`src/hw/scp_defs.vh`:
```
`ifndef SCP_DEFS_VH
`define SCP_DEFS_VH

// control register addresses
`define SCP_ADDR_MODE_CTRL  7'h01
`define SCP_ADDR_HW_CFG     7'h02
`define SCP_ADDR_WDOG_CTRL  7'h03
`define SCP_ADDR_XCVR_A     7'h04
`define SCP_ADDR_XCVR_B     7'h05
`define SCP_ADDR_WAKE_A     7'h06
`define SCP_ADDR_WAKE_B     7'h07
`define SCP_ADDR_PULL_CTRL  7'h08
`define SCP_ADDR_TIMER_CTRL 7'h0C
`define SCP_ADDR_SCRATCH    7'h1E

// status register addresses
`define SCP_ADDR_SUP_STAT   7'h41
`define SCP_ADDR_THERMAL_STATUS 7'h42
`define SCP_ADDR_DEVICE_STATUS   7'h43
`define SCP_ADDR_XST_A      7'h44
`define SCP_ADDR_XST_B      7'h45
`define SCP_ADDR_WST_A      7'h46
`define SCP_ADDR_WST_B      7'h47
`define SCP_ADDR_WAKE_LVL   7'h48
`define SCP_ADDR_REG_STAT   7'h4C
`define SCP_ADDR_FAMILY_ID  7'h7E

// register array indices
`define SCP_IDX_MODE        4'h0
`define SCP_IDX_WDOG        4'h2
`define SCP_IDX_XCVR_A      4'h3
`define SCP_IDX_XCVR_B      4'h4
`define SCP_IDX_WAKE_B      4'h6
`define SCP_IDX_DEVICE_STATUS    3'h2

// frame and field layout
`define SCP_FRAME_BITS      5'h10
`define SCP_CTRL_RST        8'h00
`define SCP_STAT_RST        8'h00
`define SCP_MODE_CTRL_MASK  8'hDF
`define SCP_SPI_FAIL_MASK   8'h02
`define SCP_MODE_NORMAL     2'h0
`define SCP_MODE_SLEEP      2'h1
`define SCP_MODE_STOP       2'h2
`define SCP_MODE_SOFT_RST   2'h3
`define SCP_XCVR_ON         2'h3
`define SCP_XCVR_WAKE       2'h1
// arbitrary identification value
`define SCP_FAMILY_ID_VAL   8'h5A

`endif

```
`src/hw/scp_command_port.v`:
```
// Operation
// - sleep request in stop mode is invalid, ignored, device enters restart.
// - stop or sleep request in init mode is invalid, device enters normal.
// - in stop mode only trigger, normal, soft reset, stop, reads, clears pass.
// - sleep with transceiver a and wake b all zero fails, enters restart.
// - stop with all wake sources off is accepted without failure.
// - frame must carry 0 or 16 clocks, else word is discarded.
// - clock high at a chip select edge voids the command, flags error.
// - after a frame error, next frame shows error bit before first clock.
// - a zero-clock poll frame sets the error bit only if clock is high at a select edge.
// - command holds address in bits 6..0, access bit 7, data 15..8.
// - access bit: control read or write, status read or read-and-clear.
// - status bits are never cleared on their own; the control mode field follows every mode change.
// - commands are not interpreted in restart, sleep or fail-safe mode.
// - status access returns register contents in the same frame.
// - control access returns the pre-frame value; writes land at frame end.
// - each response carries an 8-bit summary, one bit per status register.
// - summary bits 0..6 map to 0x41..0x47, bit 7 to 0x4C.
// - wake level register shows live pin, not clearable, not summarised.
// - 0x01..0x1E decode as control, 0x41..0x7E as status registers.
// - mode field always follows the mode actually entered.
// - entering sleep turns transceivers that were on to wake capable.
// - auxiliary supply setting is written only in normal mode; soft reset clears it in init, normal or stop mode.
// - input sampled on falling clock edge, output shifted after rising edge.
// - word is acted on at chip select rise; output then released.
// - invalid command is ignored and sets a sticky fail flag.
// - mode request 00 normal, 01 sleep, 10 stop, 11 soft reset.
`timescale 1ns/100ps
`include "scp_defs.vh"
module scp_command_port (
    input  wire       sys_clk,                 // 200 MHz block clock
    input  wire       reset_n,                 // synchronous reset, active low
    input  wire       spi_cs_n,                // chip select pin, active low
    input  wire       spi_clk,                 // serial clock pin
    input  wire       spi_sdi,                 // serial data in pin
    input  wire       wake_input,              // wake pin level
    input  wire [7:0] supply_status_set,       // hardware set bits, 0x41
    input  wire [7:0] thermal_status_set,      // hardware set bits, 0x42
    input  wire [7:0] device_status_set,       // hardware set bits, 0x43
    input  wire [7:0] transceiver_status_a_set,// hardware set bits, 0x44
    input  wire [7:0] transceiver_status_b_set,// hardware set bits, 0x45
    input  wire [7:0] wake_event_status_a_set, // hardware set bits, 0x46
    input  wire [7:0] wake_event_status_b_set, // hardware set bits, 0x47
    input  wire [7:0] regulator_status_set,    // hardware set bits, 0x4C
    input  wire       wake_event,              // wake seen in sleep
    input  wire       restart_done,            // restart finished
    input  wire       failsafe_event,          // severe fault, go fail-safe
    input  wire       failsafe_exit,           // fail-safe wait over
    output reg        spi_sdo_out,             // serial data out level
    output wire       spi_sdo_oe_n,            // low while sdo is driven
    output wire [7:0] mode_supply_control,     // control 0x01
    output wire [7:0] hardware_config,         // control 0x02
    output wire [7:0] watchdog_control,        // control 0x03
    output wire [7:0] transceiver_control_a,   // control 0x04
    output wire [7:0] transceiver_control_b,   // control 0x05
    output wire [7:0] wake_source_control_a,   // control 0x06
    output wire [7:0] wake_source_control_b,   // control 0x07
    output wire [7:0] wake_pin_pull_control,   // control 0x08
    output wire [7:0] cyclic_timer_control,    // control 0x0C
    output wire [7:0] system_scratch_status,   // control 0x1E
    output reg  [5:0] mode_state,              // one-hot current mode
    output reg        soft_reset,              // one-cycle soft reset pulse
    output reg        watchdog_trigger         // one-cycle trigger pulse
);

    localparam [5:0] S_INIT     = 6'h01;
    localparam [5:0] S_NORMAL   = 6'h02;
    localparam [5:0] S_STOP     = 6'h04;
    localparam [5:0] S_SLEEP    = 6'h08;
    localparam [5:0] S_RESTART  = 6'h10;
    localparam [5:0] S_FAILSAFE = 6'h20;

    reg  [7:0] ctrl [0:9];
    reg  [7:0] stat [0:7];
    reg  [4:0] fcnt;
    reg  [4:0] rcnt;
    reg [15:0] rx;
    reg  [7:0] tx_sum;
    reg  [7:0] tx_dat;
    reg        lvl_err;
    reg        err_flag;
    reg        frame_active;
    reg        cs_d;
    reg        clk_d;
    reg  [5:0] next_mode;
    reg        ctrl_we;
    reg  [7:0] wdata;
    reg        fail;
    reg        do_soft;
    reg        do_trig;
    reg  [7:0] rd_val;
    reg  [7:0] summary;
    integer    i;

    wire [3:0] pins_s;
    wire [7:0] st_set [0:7];

    scp_sync #(
        .W(4)
    ) u_sync (
        .sys_clk  (sys_clk),
        .reset_n  (reset_n),
        .async_in ({wake_input, spi_sdi, spi_clk, ~spi_cs_n}),
        .sync_out (pins_s)
    );

    // select goes through inverted so the reset value of the sync reads idle
    wire cs_s   = ~pins_s[0];
    wire clk_s  = pins_s[1];
    wire sdi_s  = pins_s[2];
    wire wake_s = pins_s[3];

    wire cs_fall  = cs_d & ~cs_s;
    wire cs_rise  = ~cs_d & cs_s;
    // edges only count inside a frame
    wire clk_rise = frame_active & ~cs_s & ~clk_d & clk_s;
    wire clk_fall = frame_active & ~cs_s & clk_d & ~clk_s;

    // clock level at both select edges
    wire frame_bad = lvl_err | clk_s | ((fcnt != 5'h00) && (fcnt != `SCP_FRAME_BITS));

    wire [6:0] cmd_addr = rx[6:0];
    wire       cmd_wr   = rx[7];
    wire [7:0] cmd_data = rx[15:8];

    wire listening = (mode_state == S_INIT) | (mode_state == S_NORMAL) |
                     (mode_state == S_STOP);
    wire cmd_go = cs_rise & ~frame_bad & (fcnt == `SCP_FRAME_BITS) & listening;

    assign st_set[0] = supply_status_set;
    assign st_set[1] = thermal_status_set;
    assign st_set[2] = device_status_set;
    assign st_set[3] = transceiver_status_a_set;
    assign st_set[4] = transceiver_status_b_set;
    assign st_set[5] = wake_event_status_a_set;
    assign st_set[6] = wake_event_status_b_set;
    assign st_set[7] = regulator_status_set;

    assign mode_supply_control   = ctrl[0];
    assign hardware_config       = ctrl[1];
    assign watchdog_control      = ctrl[2];
    assign transceiver_control_a = ctrl[3];
    assign transceiver_control_b = ctrl[4];
    assign wake_source_control_a = ctrl[5];
    assign wake_source_control_b = ctrl[6];
    assign wake_pin_pull_control = ctrl[7];
    assign cyclic_timer_control  = ctrl[8];
    assign system_scratch_status = ctrl[9];

    assign spi_sdo_oe_n = ~frame_active;

    function [4:0] sat_inc;
        input [4:0] v;
        begin
            sat_inc = (v == 5'h1F) ? v : v + 5'h01;
        end
    endfunction

    // control decode, bit 4 marks a miss
    function [4:0] ctrl_index;
        input [6:0] a;
        begin
            case (a)
                `SCP_ADDR_MODE_CTRL:  ctrl_index = 5'h00;
                `SCP_ADDR_HW_CFG:     ctrl_index = 5'h01;
                `SCP_ADDR_WDOG_CTRL:  ctrl_index = 5'h02;
                `SCP_ADDR_XCVR_A:     ctrl_index = 5'h03;
                `SCP_ADDR_XCVR_B:     ctrl_index = 5'h04;
                `SCP_ADDR_WAKE_A:     ctrl_index = 5'h05;
                `SCP_ADDR_WAKE_B:     ctrl_index = 5'h06;
                `SCP_ADDR_PULL_CTRL:  ctrl_index = 5'h07;
                `SCP_ADDR_TIMER_CTRL: ctrl_index = 5'h08;
                `SCP_ADDR_SCRATCH:    ctrl_index = 5'h09;
                default:              ctrl_index = 5'h10;
            endcase
        end
    endfunction

    // status decode, bit 3 marks a miss
    function [3:0] stat_index;
        input [6:0] a;
        begin
            case (a)
                `SCP_ADDR_SUP_STAT:   stat_index = 4'h0;
                `SCP_ADDR_THERMAL_STATUS: stat_index = 4'h1;
                `SCP_ADDR_DEVICE_STATUS:   stat_index = 4'h2;
                `SCP_ADDR_XST_A:      stat_index = 4'h3;
                `SCP_ADDR_XST_B:      stat_index = 4'h4;
                `SCP_ADDR_WST_A:      stat_index = 4'h5;
                `SCP_ADDR_WST_B:      stat_index = 4'h6;
                `SCP_ADDR_REG_STAT:   stat_index = 4'h7;
                default:              stat_index = 4'h8;
            endcase
        end
    endfunction

    function [1:0] mode_code;
        input [5:0] m;
        begin
            case (m)
                S_SLEEP: mode_code = `SCP_MODE_SLEEP;
                S_STOP:  mode_code = `SCP_MODE_STOP;
                default: mode_code = `SCP_MODE_NORMAL;
            endcase
        end
    endfunction

    function [7:0] xcvr_sleep;
        input [7:0] v;
        begin
            xcvr_sleep = v;
            if (v[1:0] == `SCP_XCVR_ON)
                xcvr_sleep[1:0] = `SCP_XCVR_WAKE;
            if (v[4:3] == `SCP_XCVR_ON)
                xcvr_sleep[4:3] = `SCP_XCVR_WAKE;
        end
    endfunction

    wire [4:0] cidx = ctrl_index(cmd_addr);
    wire [3:0] sidx = stat_index(cmd_addr);
    wire [4:0] ridx = ctrl_index(rx[6:0]);
    wire [3:0] rsidx = stat_index(rx[6:0]);

    // wake level kept out of summary
    always @* begin
        for (i = 0; i < 8; i = i + 1)
            summary[i] = |stat[i];
    end

    always @* begin
        rd_val = 8'h00;
        if (!ridx[4])
            rd_val = ctrl[ridx[3:0]];
        // status read in the same frame
        else if (!rsidx[3])
            rd_val = stat[rsidx[2:0]];
        else if (rx[6:0] == `SCP_ADDR_WAKE_LVL)
            rd_val = {7'h00, wake_s};
        else if (rx[6:0] == `SCP_ADDR_FAMILY_ID)
            rd_val = `SCP_FAMILY_ID_VAL;
    end

    // command decision
    always @* begin
        next_mode = mode_state;
        ctrl_we   = 1'b0;
        fail      = 1'b0;
        do_soft   = 1'b0;
        do_trig   = 1'b0;
        wdata     = cmd_data;
        // write only when access bit is set
        if (cmd_go && cmd_wr && !cidx[4]) begin
            if (cmd_addr == `SCP_ADDR_MODE_CTRL) begin
                case (cmd_data[7:6])
                    `SCP_MODE_SOFT_RST: begin
                        do_soft = 1'b1;
                    end
                    `SCP_MODE_NORMAL: begin
                        next_mode = S_NORMAL;
                        ctrl_we   = 1'b1;
                    end
                    `SCP_MODE_SLEEP: begin
                        if (mode_state == S_STOP) begin
                            fail      = 1'b1;
                            next_mode = S_RESTART;
                        end else if (mode_state == S_INIT) begin
                            fail      = 1'b1;
                            next_mode = S_NORMAL;
                        end else if (ctrl[`SCP_IDX_XCVR_A] == 8'h00 &&
                                     ctrl[`SCP_IDX_WAKE_B] == 8'h00) begin
                            fail      = 1'b1;
                            next_mode = S_RESTART;
                        end else begin
                            next_mode = S_SLEEP;
                            ctrl_we   = 1'b1;
                        end
                    end
                    default: begin
                        if (mode_state == S_INIT) begin
                            fail      = 1'b1;
                            next_mode = S_NORMAL;
                        end else begin
                            next_mode = S_STOP;
                            ctrl_we   = 1'b1;
                        end
                    end
                endcase
                if (mode_state != S_NORMAL)
                    wdata[4:3] = ctrl[`SCP_IDX_MODE][4:3];
                wdata[7:6] = mode_code(next_mode);
                wdata      = wdata & `SCP_MODE_CTRL_MASK;
            // stop allows a plain trigger only
            end else if (mode_state == S_STOP) begin
                if (cmd_addr == `SCP_ADDR_WDOG_CTRL &&
                    cmd_data == ctrl[`SCP_IDX_WDOG])
                    do_trig = 1'b1;
                else
                    fail = 1'b1;
            end else begin
                ctrl_we = 1'b1;
                do_trig = (cmd_addr == `SCP_ADDR_WDOG_CTRL);
            end
        end
        if (mode_state == S_SLEEP && wake_event)
            next_mode = S_RESTART;
        if (mode_state == S_RESTART && restart_done)
            next_mode = S_NORMAL;
        if (mode_state == S_FAILSAFE && failsafe_exit)
            next_mode = S_RESTART;
        if (failsafe_event)
            next_mode = S_FAILSAFE;
    end

    // serial frame engine
    always @(posedge sys_clk) begin
        if (!reset_n) begin
            cs_d         <= 1'b1;
            clk_d        <= 1'b0;
            fcnt         <= 5'h00;
            rcnt         <= 5'h00;
            rx           <= 16'h0000;
            tx_sum       <= 8'h00;
            tx_dat       <= 8'h00;
            lvl_err      <= 1'b0;
            err_flag     <= 1'b0;
            frame_active <= 1'b0;
            spi_sdo_out  <= 1'b0;
        end else begin
            cs_d  <= cs_s;
            clk_d <= clk_s;
            if (cs_fall) begin
                frame_active <= 1'b1;
                fcnt         <= 5'h00;
                rcnt         <= 5'h00;
                lvl_err      <= clk_s;
                tx_sum       <= summary;
                spi_sdo_out  <= err_flag;
            end else if (cs_rise) begin
                frame_active <= 1'b0;
                spi_sdo_out  <= 1'b0;
                err_flag     <= frame_bad;
            end else begin
                if (clk_fall) begin
                    if (!fcnt[4])
                        rx[fcnt[3:0]] <= sdi_s;
                    // address complete, fetch data byte
                    if (fcnt == 5'h07)
                        tx_dat <= rd_val;
                    fcnt <= sat_inc(fcnt);
                end
                if (clk_rise) begin
                    if (rcnt[4])
                        spi_sdo_out <= 1'b0;
                    else if (rcnt[3])
                        spi_sdo_out <= tx_dat[rcnt[2:0]];
                    else
                        spi_sdo_out <= tx_sum[rcnt[2:0]];
                    rcnt <= sat_inc(rcnt);
                end
            end
        end
    end

    // register file and mode
    always @(posedge sys_clk) begin
        if (!reset_n) begin
            for (i = 0; i < 10; i = i + 1)
                ctrl[i] <= `SCP_CTRL_RST;
            for (i = 0; i < 8; i = i + 1)
                stat[i] <= `SCP_STAT_RST;
            mode_state       <= S_INIT;
            soft_reset       <= 1'b0;
            watchdog_trigger <= 1'b0;
        end else begin
            soft_reset       <= do_soft;
            watchdog_trigger <= do_trig;
            // only explicit clears remove bits; set wins
            for (i = 0; i < 8; i = i + 1) begin
                if (cmd_go && cmd_wr && !sidx[3] && sidx[2:0] == i)
                    stat[i] <= st_set[i];
                else
                    stat[i] <= stat[i] | st_set[i];
            end
            if (fail)
                stat[`SCP_IDX_DEVICE_STATUS] <= stat[`SCP_IDX_DEVICE_STATUS] |
                                           st_set[`SCP_IDX_DEVICE_STATUS] |
                                           `SCP_SPI_FAIL_MASK;
            if (do_soft && !failsafe_event) begin
                for (i = 0; i < 10; i = i + 1)
                    ctrl[i] <= `SCP_CTRL_RST;
                mode_state <= S_INIT;
            end else begin
                if (ctrl_we)
                    ctrl[cidx[3:0]] <= wdata;
                if (next_mode != mode_state) begin
                    mode_state <= next_mode;
                    ctrl[`SCP_IDX_MODE][7:6] <= mode_code(next_mode);
                    // fail-safe output bits left as they are
                    if (next_mode == S_SLEEP) begin
                        ctrl[`SCP_IDX_XCVR_A] <= xcvr_sleep(ctrl[`SCP_IDX_XCVR_A]);
                        ctrl[`SCP_IDX_XCVR_B] <= xcvr_sleep(ctrl[`SCP_IDX_XCVR_B]);
                    end
                end
            end
        end
    end

endmodule // scp_command_port

```
`src/hw/scp_sync.v`:
```
`timescale 1ns/100ps
module scp_sync #(
    parameter W = 4
) (
    input  wire         sys_clk,  // block clock
    input  wire         reset_n,  // synchronous reset, active low
    input  wire [W-1:0] async_in, // pins from outside the clock domain
    output reg  [W-1:0] sync_out  // second stage, safe to use
);

    reg [W-1:0] meta;

    always @(posedge sys_clk) begin
        if (!reset_n) begin
            meta     <= {W{1'b0}};
            sync_out <= {W{1'b0}};
        end else begin
            meta     <= async_in;
            sync_out <= meta;
        end
    end

endmodule // scp_sync
```
`config.mk`:
```
export PLATFORM = sky130hd
export DESIGN_NAME = scp_command_port
export DESIGN_NICKNAME = d
export VERILOG_FILES = /design/src/hw/scp_command_port.v /design/src/hw/scp_sync.v
export VERILOG_INCLUDE_DIRS = /design/src /design/src/hw
export SDC_FILE = /design/constraint.sdc
export NUM_CORES = 1
export LEC_CHECK = 0
export BUFFER_PORTS_ARGS = -buffer_cell sky130_fd_sc_hd__buf_2
export CAP_MARGIN = 40
export CELL_PAD_IN_SITES_DETAIL_PLACEMENT = 1
export CELL_PAD_IN_SITES_GLOBAL_PLACEMENT = 2
export CORE_MARGIN = 2
export CORE_UTILIZATION = 37
export DETAILED_ROUTE_END_ITERATION = 8
export HOLD_SLACK_MARGIN = 0.12
export PLACE_DENSITY_LB_ADDON = 0.1
export SYNTH_ARGS = -nofsm -noshare
export SYNTH_HDL_FRONTEND = slang
export SYNTH_SLANG_ARGS = --single-unit
```
`constraint.sdc`:
```
create_clock -name sys_clk -period 3.4 [get_ports sys_clk]
set_input_delay 0.51 -clock sys_clk [delete_from_list [all_inputs] [get_ports sys_clk]]
set_output_delay 0.51 -clock sys_clk [all_outputs]
set_load 0.01 [all_outputs]
```
Word-level counts from Yosys, hierarchy flattened
Memories as Yosys holds them, arrays and structs flattened. A register that Yosys moved wholly into a read port is not among the register bits.
Index checks and enable logic that the tools add are counted.
{ "totals": {"ramBits": 144, "input_bits": 74, "ff_bits": 64, "output_inout_bits": 90, "memories": 4, "word_cells": 393, "rom_bits": 320} }
{ "memory_table": {"columns": ["name", "words", "word_bits", "rd", "rd_ports_with_merged_regs", "wr", "line", "rtl"], "rows": [
  ["(no name shown)", 32, 5, 1, 1, 0, "scp_command_port.v:163", "case (a)"],
  ["(no name shown)", 32, 5, 1, 1, 0, "scp_command_port.v:163", null],
  ["ctrl", 10, 8, 11, 0, 10, "scp_command_port.v:73", "reg [7:0] ctrl [0:9];"],
  ["stat", 8, 8, 9, 0, 8, "scp_command_port.v:74", "reg [7:0] stat [0:7];"]
]} }
{ "classes": {"magnitude_cmp": 3, "add_sub_neg": 2, "reduce_logical": 48, "bitwise_logic": 85, "mux": 189, "eq_ne": 46} }
{ "op_table": {"columns": ["operator", "n"], "rows": [
  ["$mux 8", 34],
  ["$mux 1", 98],
  ["$or 8x8->8", 9],
  ["$reduce_or 8->1", 9],
  ["$eq 7x7->1 const B", 10],
  ["$mux 2", 26],
  ["$mux 6", 8],
  ["$mux 5", 9],
  ["$or 1x1->1", 34],
  ["$pmux 4 s8", 1],
  ["$and 1x1->1", 21],
  ["$not 1->1", 20],
  ["$logic_and 1x1->1", 19],
  ["$eq 6x3->1 const B", 3],
  ["$eq 6x4->1 const B", 3],
  ["$pmux 6 s3", 1],
  ["$bwmux 16", 1],
  ["$logic_not 8->1", 2],
  ["$eq 5x5->1 const B", 3],
  ["$mux 7", 2],
  ["$eq 3x3->1 const B", 4],
  ["$eq 4x4->1 const B", 3],
  ["$add 5x1->5 const B", 2],
  ["$eq 2x2->1 const B", 5],
  ["36 further kinds", 46]
]} }

Longest topological paths before layout
{ "depth": {"depth_word": 28, "depth_mapped": 12} }

Cells and area by module
A second synthesis with hierarchy kept.
{ "hier_totals": {"hier_cells": 1239, "hier_area_um2": 12791.0} }
{ "by_module_without_submodules": {"columns": ["module", "n_inst", "area_per_inst_um2", "cells_per_inst"], "rows": [
  ["scp_command_port", 1, 12580.8, 1223],
  ["scp_sync", 1, 210.2, 16]
]} }

Worst setup path after synthesis
OpenSTA, ideal clock, no wires.
{ "synth_timing": {"kind": "flip-flop to flip-flop", "startpoint": "register u_sync.sync_out[0]", "endpoint": "memory ctrl[3][0], enable pin", "arrival_ps": 2757, "stages_incl_launch_ff": 12, "setup_ps": 269, "setup_slack_ps": 374, "synth_period_minus_slack_ps": 3026, "n_path_buf": 1, "cell_sequence": "dfxtp_1 inv_1 ha_1 and4bb_2 nand4_2 or4_4 or4_4 o21ai_1 nand2_1 nor3_4 buf_4 a21oi_1"} }
{ "synth_lines": {"columns": ["item", "line", "rtl"], "rows": [
  ["start, declared", "scp_sync.v:8", "output reg [W-1:0] sync_out"],
  ["start signal, assigned", "scp_sync.v:16", "sync_out <= {W{1'b0}};"],
  ["start signal, assigned", "scp_sync.v:19", "sync_out <= meta;"],
  ["end, declared", "scp_command_port.v:73", null]
]} }

==> impl_results.md <==
* Primary FF master, synth: edfxtp_1
* Row Count at 67
* Leakage power at 5.89 nW
* Die Span Y at 188 um
* Place WS at 71.8 ps
* Gr usage total at 25.0%
* Yosys warns at 0
* Core area at 0.0335 mm2
* Via density at 5.59
* Pwr Density at 462 mW/mm2
* Share of layout cells above drive strength 1 at 20.9%
* PnR Total Power at 7.13 mW
* Fin. Hold Viols at 0
* Synth Register Bits at 261
* CP max FO at 21
* Final cell count without fillers at 1977
* Final number of setup-violating endpoints at 0
* CTS tree: done
* Worst Setup Path Type: flop to flop
* Clock Pin Slew Worst Setup and Hold Paths at 60 ps
* Commonest non-fill, non-tap cells in the layout: 247 x nor2_1, 176 x edfxtp_1, 163 x buf_2
* Boundary pin count at 164
* Synth Instances at 1254
* HPWL Detailed at 33.6 mm
* Busiest grt layer: met2
* FFs w/ async S/R, synth at 0%
* Fin area at 0.0154 mm2
* Antenna cell count at 0
* Grt total ovfl at 0
* DRT Wirelength at 44.8 mm
* Fmax achieved at 307 MHz
* Die ar. at 0.0355 mm2
* Largest net degree at the start of global routing at 51
* Seq/Total Area, Yosys at 55.5%
* Clock Latency Late Sink at 570 ps
* 1st-pass router iterations at 6
* Post-synth EDFFs at 176
* Status: complete, no violations
* Maximum resistive drop on vdd at 0.000388 V
* Maxcap violations at 0
* Placed Cells at 1917
* Startpoint Class: flop
* H-tree level count at 1
* Global-route wire length before repair at 67.8 mm
* Die width at 188 um
* Initial antenna violation count at 0
* Area leader, netlist: edfxtp_1
* Nets at 1591
* GPL Wtd Cong at 0.889
* Commonest non-fill, non-tap cell in the layout: nor2_1
* Netlist Area Pre-Place at 0.0126 mm2
* Slew Limit Fails at 0
* Placed cell area at 0.0145 mm2
* Post_cts resized at 0
* CTS Buffer Depth at 3
* DRC at 0
* Worst slew pin tran at 803 ps
* Syn Area/Cell at 10.0 um2
* Grt met2 use at 37.9%
* Relative slew slack at 46.0%
* Part of the cycle the worst path needs at 95.9%
* Vias in the first global route at 11000
* Post-synth top area share at 42.0%
* Final ANT Viol Nets at 0
* WP data arrival at 3490 ps
* Synth area leaders: edfxtp_1 42%, dfxtp_1 14%, nor2_1 7.4%
* Hold crit path type: input pin to flop
* CTS Buf Count at 31
* Wirelength per Cell at 22.6 um
* Area grow syn2layout at 22.6%
* Initial DRC count at 1142
* Starting Density at 37.5%
* Post-route setup slack at 141 ps
* Minimum clock period after layout at 3260 ps
* CTS root buffer: clkbuf_16
* Via Count at 11100
* Setup TNS at 0 ps
* Met3 Track Usage GR at 4.12%
* Worst Path Required at 3630 ps
* Post-synthesis cell type count at 71
* Num Clock Sinks at 261
* Met1 usage at 37.5%
* Crit end category: flop
* Port bufs at 163
* Clock skew at 20.7 ps
[cells in the mapped netlist (5+ instances only)]
cell type / number
nor3_1: 28
and2_1: 14
o211ai_1: 8
dfxtp_1: 85
inv_1: 20
nor4_1: 27
o22ai_1: 18
clkbuf_1: 56
nand4_1: 11
a21oi_1: 116
a31oi_1: 16
mux2_2: 11
a222oi_1: 11
a22o_1: 7
xnor2_1: 11
o21a_1: 6
or3_1: 6
nor4b_1: 5
buf_1: 10
edfxtp_1: 176
xor2_1: 5
o221ai_1: 21
mux2i_1: 41
nand2b_1: 5
o31ai_1: 6
nor2_1: 248
ha_1: 13
mux4_2: 8
and3_1: 10
nand2_1: 106
o21ai_0: 47
nand3_1: 29
[worst max-delay path: stages (launching register included)]
cell and delay [ps]:
edfxtp_1 460, nor4_1 360, nand4_1 400, nand3_1 290
or4_4 170, o21ai_1 100, nor4b_4 460, nor3_4 90
buf_12 170, o31ai_1 400
[through the flow]
step / hold WS, ps / utilization (%)
floorplan: 408 / -
global placement: 424 / 43.1
detailed placement: 422 / 43.1
CTS: 133 / 46.0
global route: 135 / 46.0
finish: 151 / 46.0
[area by class of cell]
class / count / area (um2)
clock buffers: 45 / 880
multi-input cells: 944 / 5400
fillers: 3864 / 18100
repair buffers: 242 / 1420
clock inverters: 13 / 86.3
inverters: 24 / 90.1
well taps: 448 / 561
flip-flops and latches: 261 / 6990
[report_power, final]
part	internal (mW)	switching, mW	leakage [nW]
Sequential	3.48	0.0992	2.45
Clock	1.86	1.33	0.475
Combinational	0.150	0.218	2.96
Total	5.49	1.64	5.89
[state kept, by name (all words and copies together), names as in the netlist, named ones only]
signal / count
mode_state: 6
err_flag: 1
stat: 64
clk_d: 1
rx: 16
lvl_err: 1
spi_sdo_out: 1
cs_d: 1
frame_active: 1
u_sync.sync_out: 4
tx_sum: 8
soft_reset: 1
ctrl: 128
tx_dat: 8
fcnt: 5
u_sync.meta: 4
rcnt: 5
watchdog_trigger: 1
[per-layer routing]
metal  up-vias  share of wire, %
met5         -                 0
met4         0               1.9
met3        55               6.4
met2       402                44
met1      5499                48
li1       5101                 -
[final timing paths]
check / startpoint / end / slack (ps) / cells past startpoint
setup reg to reg: ctrl[3][3] / ctrl[4][2] / 140 / 9
hold / removal: regulator_status_set[0] / stat[7][0] / 150 / 3
setup / recovery: ctrl[3][3] / ctrl[4][2] / 140 / 9
hold reg to reg: u_sync.meta[3] / u_sync.sync_out[3] / 430 / 1
[cell families after synthesis]
kind of cell	synth area share, %
flip-flops	55.5
XOR/XNOR	1.11
AND/OR/NAND/NOR	18.9
buffers and inverters	3.04
AO/OA/AOI/OAI	14.5
multiplexers	5.68
adder cells (fa/ha/maj)	1.29
other	0.0298
[what timing repair did]
| action | CTS | global route |
|---|---|---|
| endpoints found under the hold margin | 1 | 0 |
| hold buffers | 1 | 0 |
| endpoints found under the setup margin | 0 | 24 |
| setup buffers | 0 | 1 |
(Power assumes the default switching activity.)
